File: config.mk
export PLATFORM = sky130hd
export DESIGN_NAME = bum_serial_ctrl
export DESIGN_NICKNAME = d
export VERILOG_FILES = /design/src/design/bum_pkg.sv /design/src/design/bum_serial_ctrl.sv /design/src/design/bum_level_mem.sv
export SDC_FILE = /design/constraint.sdc
export NUM_CORES = 1
export LEC_CHECK = 0
export BUFFER_PORTS_ARGS = -buffer_cell sky130_fd_sc_hd__buf_2
export CAP_MARGIN = 15
export CORE_MARGIN = 5
export CORE_UTILIZATION = 30
export DETAILED_ROUTE_END_ITERATION = 8
export PLACE_DENSITY = 0.51
export SYNTH_ARGS = -nofsm -noshare
export SYNTH_HDL_FRONTEND = slang
export SYNTH_HIERARCHICAL = 1
export SYNTH_SLANG_ARGS = --single-unit
File: constraint.sdc
create_clock -name clk -period 4.7 [get_ports clk]
set_clock_uncertainty 0.2 [all_clocks]
set_input_delay 0.705 -clock clk [delete_from_list [all_inputs] [get_ports clk]]
set_output_delay 0.705 -clock clk [all_outputs]
set_load 0.01 [all_outputs]
File: src/design/bum_pkg.sv
// Constants, types and helper functions for the band unit serial control block
package bum_pkg;

  // ==========================================================================
  // Timing
  localparam int CLK_PERIOD_NS  = 50;
  localparam int SHIFT_HALF_NS  = 500;    // Least half period of the shift clock
  localparam int SHIFT_HALF_CYC = (SHIFT_HALF_NS + CLK_PERIOD_NS - 1) / CLK_PERIOD_NS;
  localparam int ID_SETTLE_NS   = 10000;  // Least time the lines float before sampling
  localparam int ID_SETTLE_CYC  = (ID_SETTLE_NS + CLK_PERIOD_NS - 1) / CLK_PERIOD_NS;
  localparam logic [7:0] HALF_RELOAD   = 8'(SHIFT_HALF_CYC - 1);
  localparam logic [7:0] SETTLE_RELOAD = 8'(ID_SETTLE_CYC - 1);

  // ==========================================================================
  // Reference divider, frequencies kept in 10 Hz units
  // Band PLLs count fref in 100 Hz steps, so 5 kHz gives 320 and 6.25 kHz gives 256
  localparam int REF_NUM_KHZ   = 16000;
  localparam int FREF_5K_X100  = 500;
  localparam int FREF_6K_X100  = 625;
  localparam int FREF_10K_X100 = 1000;
  localparam int FREF_12K_X100 = 1250;
  localparam logic [10:0] REF_DIV_5K   = 11'(REF_NUM_KHZ * 10 / FREF_5K_X100);
  localparam logic [10:0] REF_DIV_6K   = 11'(REF_NUM_KHZ * 10 / FREF_6K_X100);
  localparam logic [10:0] REF_DIV_10K  = 11'(REF_NUM_KHZ * 100 / FREF_10K_X100);
  localparam logic [10:0] REF_DIV_12K  = 11'(REF_NUM_KHZ * 100 / FREF_12K_X100);
  localparam logic [16:0] REF_WORD_BASE = 17'h03200;  // Latch-select offset of the ref word

  // ==========================================================================
  // Word lengths and level store layout
  localparam logic [5:0] LEN_PLL = 6'h15;  // 17 data bits plus 4 control bits
  localparam logic [5:0] LEN_TOP = 6'h10;
  localparam logic [5:0] LEN_VOL = 6'h1c;  // 20 level bits plus 8 command bits
  localparam logic [5:0] LEN_SQL = 6'h14;
  localparam int ADDR_W   = 3;
  localparam int LEVEL_W  = 5;
  localparam int MEM_DEPTH = 8;
  localparam logic [2:0] VOL_BASE  = 3'h0;
  localparam logic [2:0] SQL_BASE  = 3'h4;
  localparam logic [2:0] FETCH_END = 3'h4;

  // ==========================================================================
  // Reset values
  localparam logic RST_TOP_REF_PENDING = 1'b1;

  // ==========================================================================
  // Types
  typedef enum logic [2:0] {
    BUM_PLL_N, BUM_PLL_REF, BUM_TOP_N, BUM_VOLUME, BUM_SQUELCH, BUM_LEVEL_WR
  } bum_kind_t;

  typedef enum logic [1:0] {TGT_PLL, TGT_SREG, TGT_TOP} bum_target_t;

  typedef enum logic [2:0] {
    BAND_NONE, BAND_28, BAND_50, BAND_144, BAND_430, BAND_1200, BAND_UNKNOWN
  } bum_band_t;

  typedef struct packed {
    bum_kind_t   kind;
    logic [2:0]  addr;   // Level slot, or PLL control bits
    logic [16:0] value;  // Ratio, level, ref select or volume command bits
  } bum_cmd_t;

  typedef struct packed {
    logic pll_latch_enable;
    logic serial_shift_clock;
    logic serial_shift_data;
  } bum_link_t;

  typedef struct packed {
    logic top_band_latch_enable;
    logic top_shift_clock;
    logic top_shift_data;
  } bum_top_t;

  // ==========================================================================
  // Functions
  function automatic logic [31:0] bum_align(input logic [31:0] w, input logic [5:0] len);
    bum_align = w << (6'h20 - len);
  endfunction

  function automatic bum_band_t bum_decode(input bum_link_t l);
    logic [2:0] lv;
    lv = {l.serial_shift_data, l.serial_shift_clock, l.pll_latch_enable};
    casez (lv)
      3'b000:  bum_decode = BAND_NONE;
      3'b100:  bum_decode = BAND_28;
      3'b11?:  bum_decode = BAND_50;
      3'b011:  bum_decode = BAND_144;
      3'b101:  bum_decode = BAND_430;
      3'b001:  bum_decode = BAND_1200;
      default: bum_decode = BAND_UNKNOWN;
    endcase
  endfunction

endpackage

File: src/design/bum_serial_ctrl.sv
// Band unit serial control: PLL, top band, volume and squelch words plus band identification
`timescale 1ns/1ns
module bum_serial_ctrl
  import bum_pkg::*;
(
  input  wire logic      clk,
  input  wire logic      sys_rst,
  input  wire logic      cmd_valid,
  input  wire bum_cmd_t  cmd,
  output logic           cmd_ready,
  input  wire logic      mem_clear,
  input  wire logic      top_ref_sel,
  input  wire bum_link_t link_in,
  output bum_link_t      link_out,
  output bum_link_t      link_oe,
  output logic           shift_register_enable,
  output bum_top_t       top_link,
  input  wire logic      speaker_jack_detect,
  input  wire logic      squelch_busy_n,
  output bum_band_t      band_id,
  output logic           ident_done,
  output logic           speaker_present,
  output logic           channel_busy
);

  typedef enum logic [2:0] {ST_ID_FLOAT, ST_IDLE, ST_FETCH, ST_BIT_SET, ST_BIT_HIGH, ST_BIT_LOW, ST_LATCH}
    bum_state_t;

  bum_state_t   state, next_state;
  logic [7:0]   timer, next_timer;
  logic [31:0]  shreg, next_shreg;
  logic [5:0]   bits_left, next_bits_left;
  bum_target_t  target, next_target;
  logic [2:0]   fetch_cnt, next_fetch_cnt;
  logic [2:0]   fetch_base, next_fetch_base;
  logic [19:0]  gather, next_gather;
  logic [7:0]   vol_cmd, next_vol_cmd;
  logic         top_ref_pending, next_top_ref_pending;
  logic         top_ref_sel_q, next_top_ref_sel_q;
  logic         next_cmd_ready;
  bum_link_t    next_link_out, next_link_oe;
  logic         next_shift_register_enable;
  bum_top_t     next_top_link;
  bum_band_t    next_band_id;
  logic         next_ident_done;
  logic         next_speaker_present, next_channel_busy;
  logic         accept;
  logic         tick;
  logic         mem_we, mem_re;
  logic [2:0]   mem_addr;
  logic [4:0]   mem_rdata;
  logic [10:0]  band_ratio;
  logic [10:0]  top_ratio;
  logic [16:0]  ref_word;
  logic         bit_out, clk_out, latch_out;

  // ==========================================================================
  // Level store access
  assign accept   = cmd_valid && cmd_ready && (state == ST_IDLE);
  assign mem_we   = accept && (cmd.kind == BUM_LEVEL_WR);
  assign mem_re   = (state == ST_FETCH) && (fetch_cnt != FETCH_END);
  assign mem_addr = mem_we ? cmd.addr : (fetch_base + fetch_cnt);
  assign tick     = (timer == 8'h00);

  bum_level_mem u_mem (
    .clk   (clk),
    .we    (mem_we),
    .re    (mem_re),
    .addr  (mem_addr),
    .wdata (cmd.value[4:0]),
    .rdata (mem_rdata)
  );

  // Reference ratios from the selected reference frequency
  assign band_ratio = cmd.value[0] ? REF_DIV_6K : REF_DIV_5K;
  assign top_ratio  = top_ref_sel_q ? REF_DIV_12K : REF_DIV_10K;
  assign ref_word   = REF_WORD_BASE + {3'h0, band_ratio, 3'h0};

  // ==========================================================================
  // Sequencer: next values for every register except link_out, top_link and shift_register_enable
  always_comb begin
    next_state           = state;
    next_timer           = timer;
    next_shreg           = shreg;
    next_bits_left       = bits_left;
    next_target          = target;
    next_fetch_cnt       = fetch_cnt;
    next_fetch_base      = fetch_base;
    next_gather          = gather;
    next_vol_cmd         = vol_cmd;
    next_band_id         = band_id;
    next_ident_done      = ident_done;
    next_link_oe         = link_oe;
    next_top_ref_sel_q   = top_ref_sel;
    next_top_ref_pending = top_ref_pending;
    next_speaker_present = speaker_jack_detect;
    next_channel_busy    = !squelch_busy_n;

    // Timer runs in every active state and reloads on each tick
    if (state != ST_IDLE) begin
      next_timer = tick ? HALF_RELOAD : timer - 8'h01;
    end

    case (state)
      ST_ID_FLOAT: begin
        next_link_oe = '0;
        if (tick) begin
          next_band_id    = bum_decode(link_in);
          next_ident_done = 1'b1;
          next_link_oe    = '1;
          next_state      = ST_IDLE;
        end
      end
      ST_IDLE: begin
        next_timer = HALF_RELOAD;
        if (top_ref_pending) begin
          // Top band ref word goes before any queued command
          next_top_ref_pending = 1'b0;
          next_target    = TGT_TOP;
          next_shreg     = bum_align({21'h0, top_ratio}, LEN_TOP);
          next_bits_left = LEN_TOP;
          next_state     = ST_BIT_SET;
        end else if (accept) begin
          next_bits_left = LEN_PLL;
          next_target    = TGT_PLL;
          next_state     = ST_BIT_SET;
          case (cmd.kind)
            BUM_PLL_N: begin
              next_shreg = bum_align({11'h0, cmd.value, 1'b0, cmd.addr}, LEN_PLL);
            end
            BUM_PLL_REF: begin
              next_shreg = bum_align({11'h0, ref_word, 4'h0}, LEN_PLL);
            end
            BUM_TOP_N: begin
              next_target    = TGT_TOP;
              next_bits_left = LEN_TOP;
              next_shreg     = bum_align({16'h0, cmd.value[15:0]}, LEN_TOP);
            end
            BUM_VOLUME: begin
              next_vol_cmd    = cmd.value[7:0];
              next_fetch_base = VOL_BASE;
              next_fetch_cnt  = 3'h0;
              next_gather     = '0;
              next_state      = ST_FETCH;
            end
            BUM_SQUELCH: begin
              next_fetch_base = SQL_BASE;
              next_fetch_cnt  = 3'h0;
              next_gather     = '0;
              next_state      = ST_FETCH;
            end
            default: begin
              next_state = ST_IDLE;  // Level writes land in the store directly
            end
          endcase
        end
      end
      ST_FETCH: begin
        // Four 5-bit levels, one read per cycle, band 0 ends up most significant
        next_fetch_cnt = fetch_cnt + 3'h1;
        if (fetch_cnt != 3'h0) begin
          next_gather = {gather[14:0], mem_rdata};
        end
        if (fetch_cnt == FETCH_END) begin
          next_target = TGT_SREG;
          next_state  = ST_BIT_SET;
          next_timer  = HALF_RELOAD;
          if (fetch_base == VOL_BASE) begin
            next_bits_left = LEN_VOL;
            next_shreg     = bum_align({4'h0, vol_cmd, gather[14:0], mem_rdata}, LEN_VOL);
          end else begin
            next_bits_left = LEN_SQL;
            next_shreg     = bum_align({12'h0, gather[14:0], mem_rdata}, LEN_SQL);
          end
        end
      end
      ST_BIT_SET: begin
        if (tick) begin
          next_state = ST_BIT_HIGH;
        end
      end
      ST_BIT_HIGH: begin
        // Data held across the falling edge that the receiver samples on
        if (tick) begin
          next_state = ST_BIT_LOW;
        end
      end
      ST_BIT_LOW: begin
        if (tick) begin
          next_shreg     = {shreg[30:0], 1'b0};
          next_bits_left = bits_left - 6'h01;
          next_state     = (bits_left == 6'h01) ? ST_LATCH : ST_BIT_SET;
        end
      end
      ST_LATCH: begin
        if (tick) begin
          next_state = ST_IDLE;
        end
      end
      default: begin
        next_state = ST_IDLE;
      end
    endcase

    // A reference change in the same cycle as a send keeps the request alive
    if (top_ref_sel != top_ref_sel_q) begin
      next_top_ref_pending = 1'b1;
    end

    // Memory clear restarts identification, dropping any word in flight
    if (mem_clear) begin
      next_state      = ST_ID_FLOAT;
      next_timer      = SETTLE_RELOAD;
      next_ident_done = 1'b0;
      next_link_oe    = '0;
    end

    next_cmd_ready = (next_state == ST_IDLE) && !next_top_ref_pending;
  end

  // ==========================================================================
  // Pin values follow the next state so every pin leaves a flip-flop
  always_comb begin
    bit_out   = 1'b0;
    clk_out   = 1'b0;
    latch_out = 1'b0;
    case (next_state)
      ST_BIT_SET, ST_BIT_LOW: begin
        bit_out = next_shreg[31];
      end
      ST_BIT_HIGH: begin
        bit_out = next_shreg[31];
        clk_out = 1'b1;
      end
      ST_LATCH: begin
        latch_out = 1'b1;
      end
      default: begin
        bit_out = 1'b0;
      end
    endcase
    // Clock and data are shared by PLL and shift registers; only enables differ
    next_link_out.serial_shift_clock   = (next_target != TGT_TOP) && clk_out;
    next_link_out.serial_shift_data    = (next_target != TGT_TOP) && bit_out;
    next_link_out.pll_latch_enable     = (next_target == TGT_PLL) && latch_out;
    next_shift_register_enable         = (next_target == TGT_SREG) && latch_out;
    next_top_link.top_shift_clock       = (next_target == TGT_TOP) && clk_out;
    next_top_link.top_shift_data        = (next_target == TGT_TOP) && bit_out;
    next_top_link.top_band_latch_enable = (next_target == TGT_TOP) && latch_out;
  end

  // ==========================================================================
  // Registers; identification starts straight out of reset
  always_ff @(posedge clk or posedge sys_rst) begin
    if (sys_rst) begin
      state                 <= ST_ID_FLOAT;
      timer                 <= SETTLE_RELOAD;
      shreg                 <= '0;
      bits_left             <= '0;
      target                <= TGT_PLL;
      fetch_cnt             <= '0;
      fetch_base            <= VOL_BASE;
      gather                <= '0;
      vol_cmd               <= '0;
      top_ref_pending       <= RST_TOP_REF_PENDING;
      top_ref_sel_q         <= 1'b0;
      cmd_ready             <= 1'b0;
      link_out              <= '0;
      link_oe               <= '0;
      shift_register_enable <= 1'b0;
      top_link              <= '0;
      band_id               <= BAND_NONE;
      ident_done            <= 1'b0;
      speaker_present       <= 1'b0;
      channel_busy          <= 1'b0;
    end else begin
      state                 <= next_state;
      timer                 <= next_timer;
      shreg                 <= next_shreg;
      bits_left             <= next_bits_left;
      target                <= next_target;
      fetch_cnt             <= next_fetch_cnt;
      fetch_base            <= next_fetch_base;
      gather                <= next_gather;
      vol_cmd               <= next_vol_cmd;
      top_ref_pending       <= next_top_ref_pending;
      top_ref_sel_q         <= next_top_ref_sel_q;
      cmd_ready             <= next_cmd_ready;
      link_out              <= next_link_out;
      link_oe               <= next_link_oe;
      shift_register_enable <= next_shift_register_enable;
      top_link              <= next_top_link;
      band_id               <= next_band_id;
      ident_done            <= next_ident_done;
      speaker_present       <= next_speaker_present;
      channel_busy          <= next_channel_busy;
    end
  end

endmodule

File: src/design/bum_level_mem.sv
// Small level store for the per-band volume and squelch settings
`timescale 1ns/1ns
module bum_level_mem
  import bum_pkg::*;
(
  input  wire logic               clk,
  input  wire logic               we,
  input  wire logic               re,
  input  wire logic [ADDR_W-1:0]  addr,
  input  wire logic [LEVEL_W-1:0] wdata,
  output logic      [LEVEL_W-1:0] rdata
);

  logic [LEVEL_W-1:0] mem [MEM_DEPTH];

  // ==========================================================================
  // Storage; read data is registered, so it arrives one cycle after re
  always_ff @(posedge clk) begin
    if (we) begin
      mem[addr] <= wdata;
    end
    if (re) begin
      rdata <= mem[addr];
    end
  end

endmodule

Word-level counts from Yosys, hierarchy flattened
Memory sizes are Yosys's and may differ from the RTL's. A register that Yosys moved wholly into a read port is not among the register bits.
Cells that the tools add are included.
{"block": "totals", "elab_cells": 171, "n_memories": 1, "input_bits": 33, "out_inout_bits": 17, "ram_bits": 40, "ff_bits": 99}
{"block": "op_classes", "n_addsub": 5, "eq_ne": 37, "reduce_logical": 38, "n_bitwise": 1, "mux": 62}
{"name": "u_mem.mem", "depth": 8, "word_bits": 5, "rd": 1, "rd_ports_with_merged_regs": 1, "write_ports": 1, "line_no": "bum_level_mem.sv:14", "text": "logic [LEVEL_W-1:0] mem [MEM_DEPTH];"}
{"operator": "case mux 32 bit (3 select lines)", "n": 2}
{"operator": "two-way mux 32 bit", "n": 5}
{"operator": "two-way mux 15 bit", "n": 4}
{"operator": "two-way mux 3 bit", "n": 17}
{"operator": "case mux 3 bit (6 select lines)", "n": 2}
{"operator": "== test 3 bit, second input constant", "n": 11}
{"operator": "two-way mux 8 bit", "n": 4}
{"operator": "case mux 15 bit (2 select lines)", "n": 1}
{"operator": "two-way mux 6 bit", "n": 4}
{"operator": "== test 3 x 2 -> 1 bit, second input constant", "n": 6}
{"operator": "case mux 6 bit (3 select lines)", "n": 1}
{"operator": "case mux 8 bit (2 select lines)", "n": 1}
{"operator": "AND reduction 4 bit", "n": 4}
{"operator": "adder 14 x 12 -> 15 bit, first input constant", "n": 1}
{"operator": "== test 3 x 1 -> 1 bit, second input constant", "n": 4}
{"operator": "logical AND 1 bit", "n": 12}
{"operator": "zero test 3 bit", "n": 4}
{"operator": "case mux 3 bit (2 select lines)", "n": 2}
{"operator": "two-way mux 1 bit", "n": 10}
{"operator": "two-way mux 10 bit", "n": 1}
{"operator": "!= test 2 bit, second input constant", "n": 5}
{"operator": "AND reduction 5 bit", "n": 2}
{"operator": "zero test 8 bit", "n": 1}
{"operator": "two-way mux 2 bit", "n": 4}
{"operator": "23 further kinds", "n": 35}

Depth between registers and ports, before layout
{"block": "depth", "depth_word": 11, "mapped_depth": 12, "depth_no_buf": 8}

Hierarchy
Netlist, hierarchy kept.
{"module": "bum_serial_ctrl", "area_per_inst_um2": 4958.5, "cells_each": 506, "seq_area_each_um2": 2359.8, "instances": 1}
{"module": "bum_level_mem", "area_per_inst_um2": 1794.2, "cells_each": 96, "seq_area_each_um2": 1351.3, "instances": 1}

Least setup slack after synthesis
No wires, ideal clock.
{"block": "synth_path", "path_kind": "input -> register", "start": "in cmd[21] in the netlist's numbering", "end": "mem u_mem.mem[5][0], enable pin", "setup_time_ns": 0.375, "slack_ns": 1.241, "cell_stages": 10, "required_ns": 4.125, "t_arrival_ns": 2.884, "n_path_buf": 4, "cell_sequence": "clkbuf_1 > clkbuf_1 > nor2b_1 > nand4_1 > inv_1 > o21ai_0 > buf_6 > buf_4 > nand2_1 > nor3b_1"}
{"block": "synth_via", "word_cells_on_any_way": 5, "cone_classes": "eq/ne (1); mux (3); reduce/logical (1)"}
{"item": "from (decl)", "line_no": "bum_serial_ctrl.sv:9", "text": "input wire bum_cmd_t cmd,"}
{"item": "== test 3 bit", "line_no": "bum_serial_ctrl.sv:60", "text": "assign mem_we = accept && (cmd.kind == BUM_LEVEL_WR);"}
{"item": "logical AND 1 bit", "line_no": "bum_serial_ctrl.sv:60"}
{"item": "named net mem_we", "line_no": "bum_serial_ctrl.sv:49", "text": "logic mem_we, mem_re;"}
{"item": "two-way mux 3 bit", "line_no": "bum_serial_ctrl.sv:62", "text": "assign mem_addr = mem_we ? cmd.addr : (fetch_base + fetch_cnt);"}
{"item": "named net mem_addr[0]", "line_no": "bum_serial_ctrl.sv:50", "text": "logic [2:0] mem_addr;"}
{"item": "to (decl)", "line_no": "bum_level_mem.sv:14"}
The timed path passes the listed nets, and every way through them passes these cells.

Final worst setup path
{"block": "layout_path", "start": "reg state[0]", "end": "mem u_mem.mem[5][0], enable pin"}
{"block": "layout_via", "word_cells_on_any_way": 6, "cone_classes": "eq/ne (1); mux (3); reduce/logical (2)"}
{"item": "from (decl)", "line_no": "bum_serial_ctrl.sv:29", "text": "bum_state_t state, next_state;"}
{"item": "from (signal assigned)", "line_no": "bum_serial_ctrl.sv:277", "text": "state <= next_state;"}
{"item": "== test 3 x 1 -> 1 bit", "line_no": "bum_serial_ctrl.sv:59", "text": "assign accept = cmd_valid && cmd_ready && (state == ST_IDLE);"}
{"item": "logical AND 1 bit", "line_no": "bum_serial_ctrl.sv:59"}
{"item": "logical AND 1 bit", "line_no": "bum_serial_ctrl.sv:60"}
{"item": "named net mem_we", "line_no": "bum_serial_ctrl.sv:49"}
{"item": "two-way mux 3 bit", "line_no": "bum_serial_ctrl.sv:62"}
{"item": "named net mem_addr[0]", "line_no": "bum_serial_ctrl.sv:50"}
The timed path passes the listed nets, and every way through them passes these cells.

==> reports/metrics.cfg <==
[clock_network]
cts_buffer_depth=2
cts_resized=0
clkTransAtPathRegs_ns=0.06
postCtsHoldBufs=0
numClockSinks=139
postCtsSetupBuffers=0
worstSkewPairLatency_ns=0.43
cts-root-buf=clkbuf_16
cts_tree=yes
ctsHtreeMaxLevel=4
cts_buffers=17

[yosys]
async_flop_share_pct=67.6
avgSynthCellArea_um2=11.2
synthCells=602
synth_cell_type_count=71
synth-edff-count=45
ys_ff_latch=139
synthTopCellsByArea=dfrtp_1 (33%), edfxtp_1 (20%), mux2i_1 (4.7%), o21ai_0 (4.5%), mux2_2 (3.0%)
yosys_warnings=6
ys.flop_type=dfrtp_1
syn_nets=641
yosysSeqAreaShare_pct=55.0
synth_top_area_share_pct=32.6
synth_top_area_cell=dfrtp_1
netlist_area_mm2=0.00675

[finish]
final_common_cell=dfrtp_1
n_antenna_cell=0
nets=679
stdcell_area_mm2=0.00788
layout-area-overhead-vs-synth_pct=16.7
drive_above_1_share_pct=20.4
layout_common_cells=dfrtp_1 (88), o21ai_0 (59), buf_2 (49)

[sta]
hold_viol_final=0
fmax_mhz=286
rsz0062_at_grt=no
hold-worst-slack_ns=0.191
slew_viol_final=0
setup_viol=0
maxSlewHeadroom_pct=44.6
tightest_slew_ns=0.831
fin_crit_ns=3.50
min_period_over_period_pct=74.5
setup_tns_ns=0

[critical_path]
startpoint_type=flop
worst_r2r_startpoint=state[0]$_DFF_PP0_
crit_type=flop to flop
crit_fanout=17
crit_arrival_ns=3.36
r2r-end=u_mem/mem[5][0]$_DFFE_PP_
critPathRequiredTime_ns=4.55
reg2reg_setup_slack_ns=1.20
endpoint_kind=flop
rr_worst_depth=8

[hold_path]
hold_depth=1
holdCritPathClass=input port to flop
hold_start=speaker_jack_detect
holdPathEnd=speaker_present$_DFF_PP0_

[power_and_ir_drop]
pwr_density_cell_mw_per_mm2=506
ir_drop_v=0.000198
leakagePower_nw=3.46
p_total_w=0.00399

[die]
core_mm2=0.0220
num_rows=54
initial_core_util_pct=30.7
dieWidth_um=160
die-height_um=160
num_io_pins=50
fp.dieArea_mm2=0.0256

[routing]
routed_via_density=5.29
routedWlPerCell_um=18.3
drcViolationCount=0
finalWirelength_um=17100
dr.pass1.iters=7
vias=4935
drt-initial-drc-count=406
detail-route-antenna-nets=0

[grt]
grt_pass1_vias=4879
grtUsageTotal_pct=13.5
grt_overflow=0
grt_pass1_wl_um=27500
antenna_found_initial=0
grt_max_degree=56

[job]
maxCapViolCount=0

[place]
placed_area_mm2=0.00726
gp_congestion=0.825
portBuffers=49
dp_hpwl_um=11900

[status]
outcome=finished, final reports clean

cell type report:
class                   instances  area (um^2)
clock inverters                15          196
multi-input cells             383         2730
well taps                     280          350
inverters                      40          153
flip-flops and latches        139         3710
repair buffers                 59          320
fillers                      2157        14100
clock buffers                  17          425
where the power goes:
part / leakage, nW / switching [W] / total, W / internal, W
Sequential: 1.65 / 0.000172 / 0.00160 / 0.00143
Clock: 0.304 / 0.000585 / 0.00140 / 0.000813
Combinational: 1.51 / 0.000601 / 0.000991 / 0.000390
Total: 3.46 / 0.00136 / 0.00399 / 0.00263
cell families (layout without fill, tap and decap cells):
group           after synthesis  in the layout  synth area share [%]
fa+ha+maj                     6              6                  1.11
simple gates                167            167                  13.6
xor+xnor                      8              8                  1.04
flops                       139            139                  55.0
compound gates              145            145                  14.6
buf+inv                      80            131                  4.84
mux                          57             57                  9.80
per-stage QoR:
step | std cells | util [%] | setup WS, ns
2_1_floorplan | 602 | - | 1.24
3_3_place_gp | 901 | 33.0 | 1.04
3_5_place_dp | 901 | 33.0 | 0.888
4_1_cts | 933 | 35.8 | 1.18
5_1_grt | 933 | 35.8 | 0.903
6_report | 933 | 35.8 | 1.20
cells in the mapped netlist, types with 3 or more instances:
cell type and number:
dfrtp_1 88, a222oi_1 8, a211oi_1 3, or4_1 3, nor3_1 7, and3_1 6
buf_4 3, nor3b_1 10, clkbuf_1 28, nand2b_1 5, buf_2 6, nor4_1 3
a22o_1 4, nand3b_1 4, nor2_1 26, o21ai_0 61, mux2_2 18, a21oi_1 19
ha_1 6, xor2_1 3, edfxtp_1 45, mux2i_1 32, and2_1 3, nand3_1 26
inv_1 40, dfstp_2 6, nor2b_1 5, nand2_1 42, o22ai_1 7, nand4_1 4
xnor2_1 5, or3_1 5, a221o_1 18
critical path: stages, from the launching register on:
cell and delay [ns]:
dfrtp_1 0.58, nor3b_1 0.34, nand4_1 0.28, inv_1 0.26, nand2_1 0.08, o21ai_1 0.32
buf_4 0.33, nand2_1 0.12, nor3b_1 0.61
layer usage:
layer	track usage, %	up-vias	share of wire [%]
li1	-	2307	-
met3	2.86	11	3.6
met5	0	-	0
met1	18.8	2517	48
met4	3.99	0	0.91
met2	21.1	100	48
how the worst max path moves through the flow:
stage	endpoint	startpoint	slack [ns]
after detailed placement	u_mem/mem[5][0]$_DFFE_PP_	cmd[21]	0.89
after global placement	u_mem/mem[5][1]$_DFFE_PP_	cmd[21]	1.04
after floorplan	u_mem/mem[5][0]$_DFFE_PP_	cmd[21]	1.24
after CTS	u_mem/mem[5][0]$_DFFE_PP_	state[0]$_DFF_PP0_	1.18
final	u_mem/mem[5][0]$_DFFE_PP_	state[0]$_DFF_PP0_	1.20
after global routing	u_mem/mem[1][4]$_DFFE_PP_	state[0]$_DFF_PP0_	0.90
registers in the layout, indices dropped and copies added (netlist names):
name	count
fetch_base	1
target	2
cmd_ready	1
vol_cmd	8
speaker_present	1
channel_busy	1
shift_register_enable	1
top_link	3
state	3
ident_done	1
link_out	3
top_ref_sel_q	1
top_ref_pending	1
band_id	3
link_oe	1
bits_left	6
u_mem/rdata	5
shreg	31
timer	8
fetch_cnt	3
gather	15
u_mem/mem	40
(Power assumes the default switching activity.)
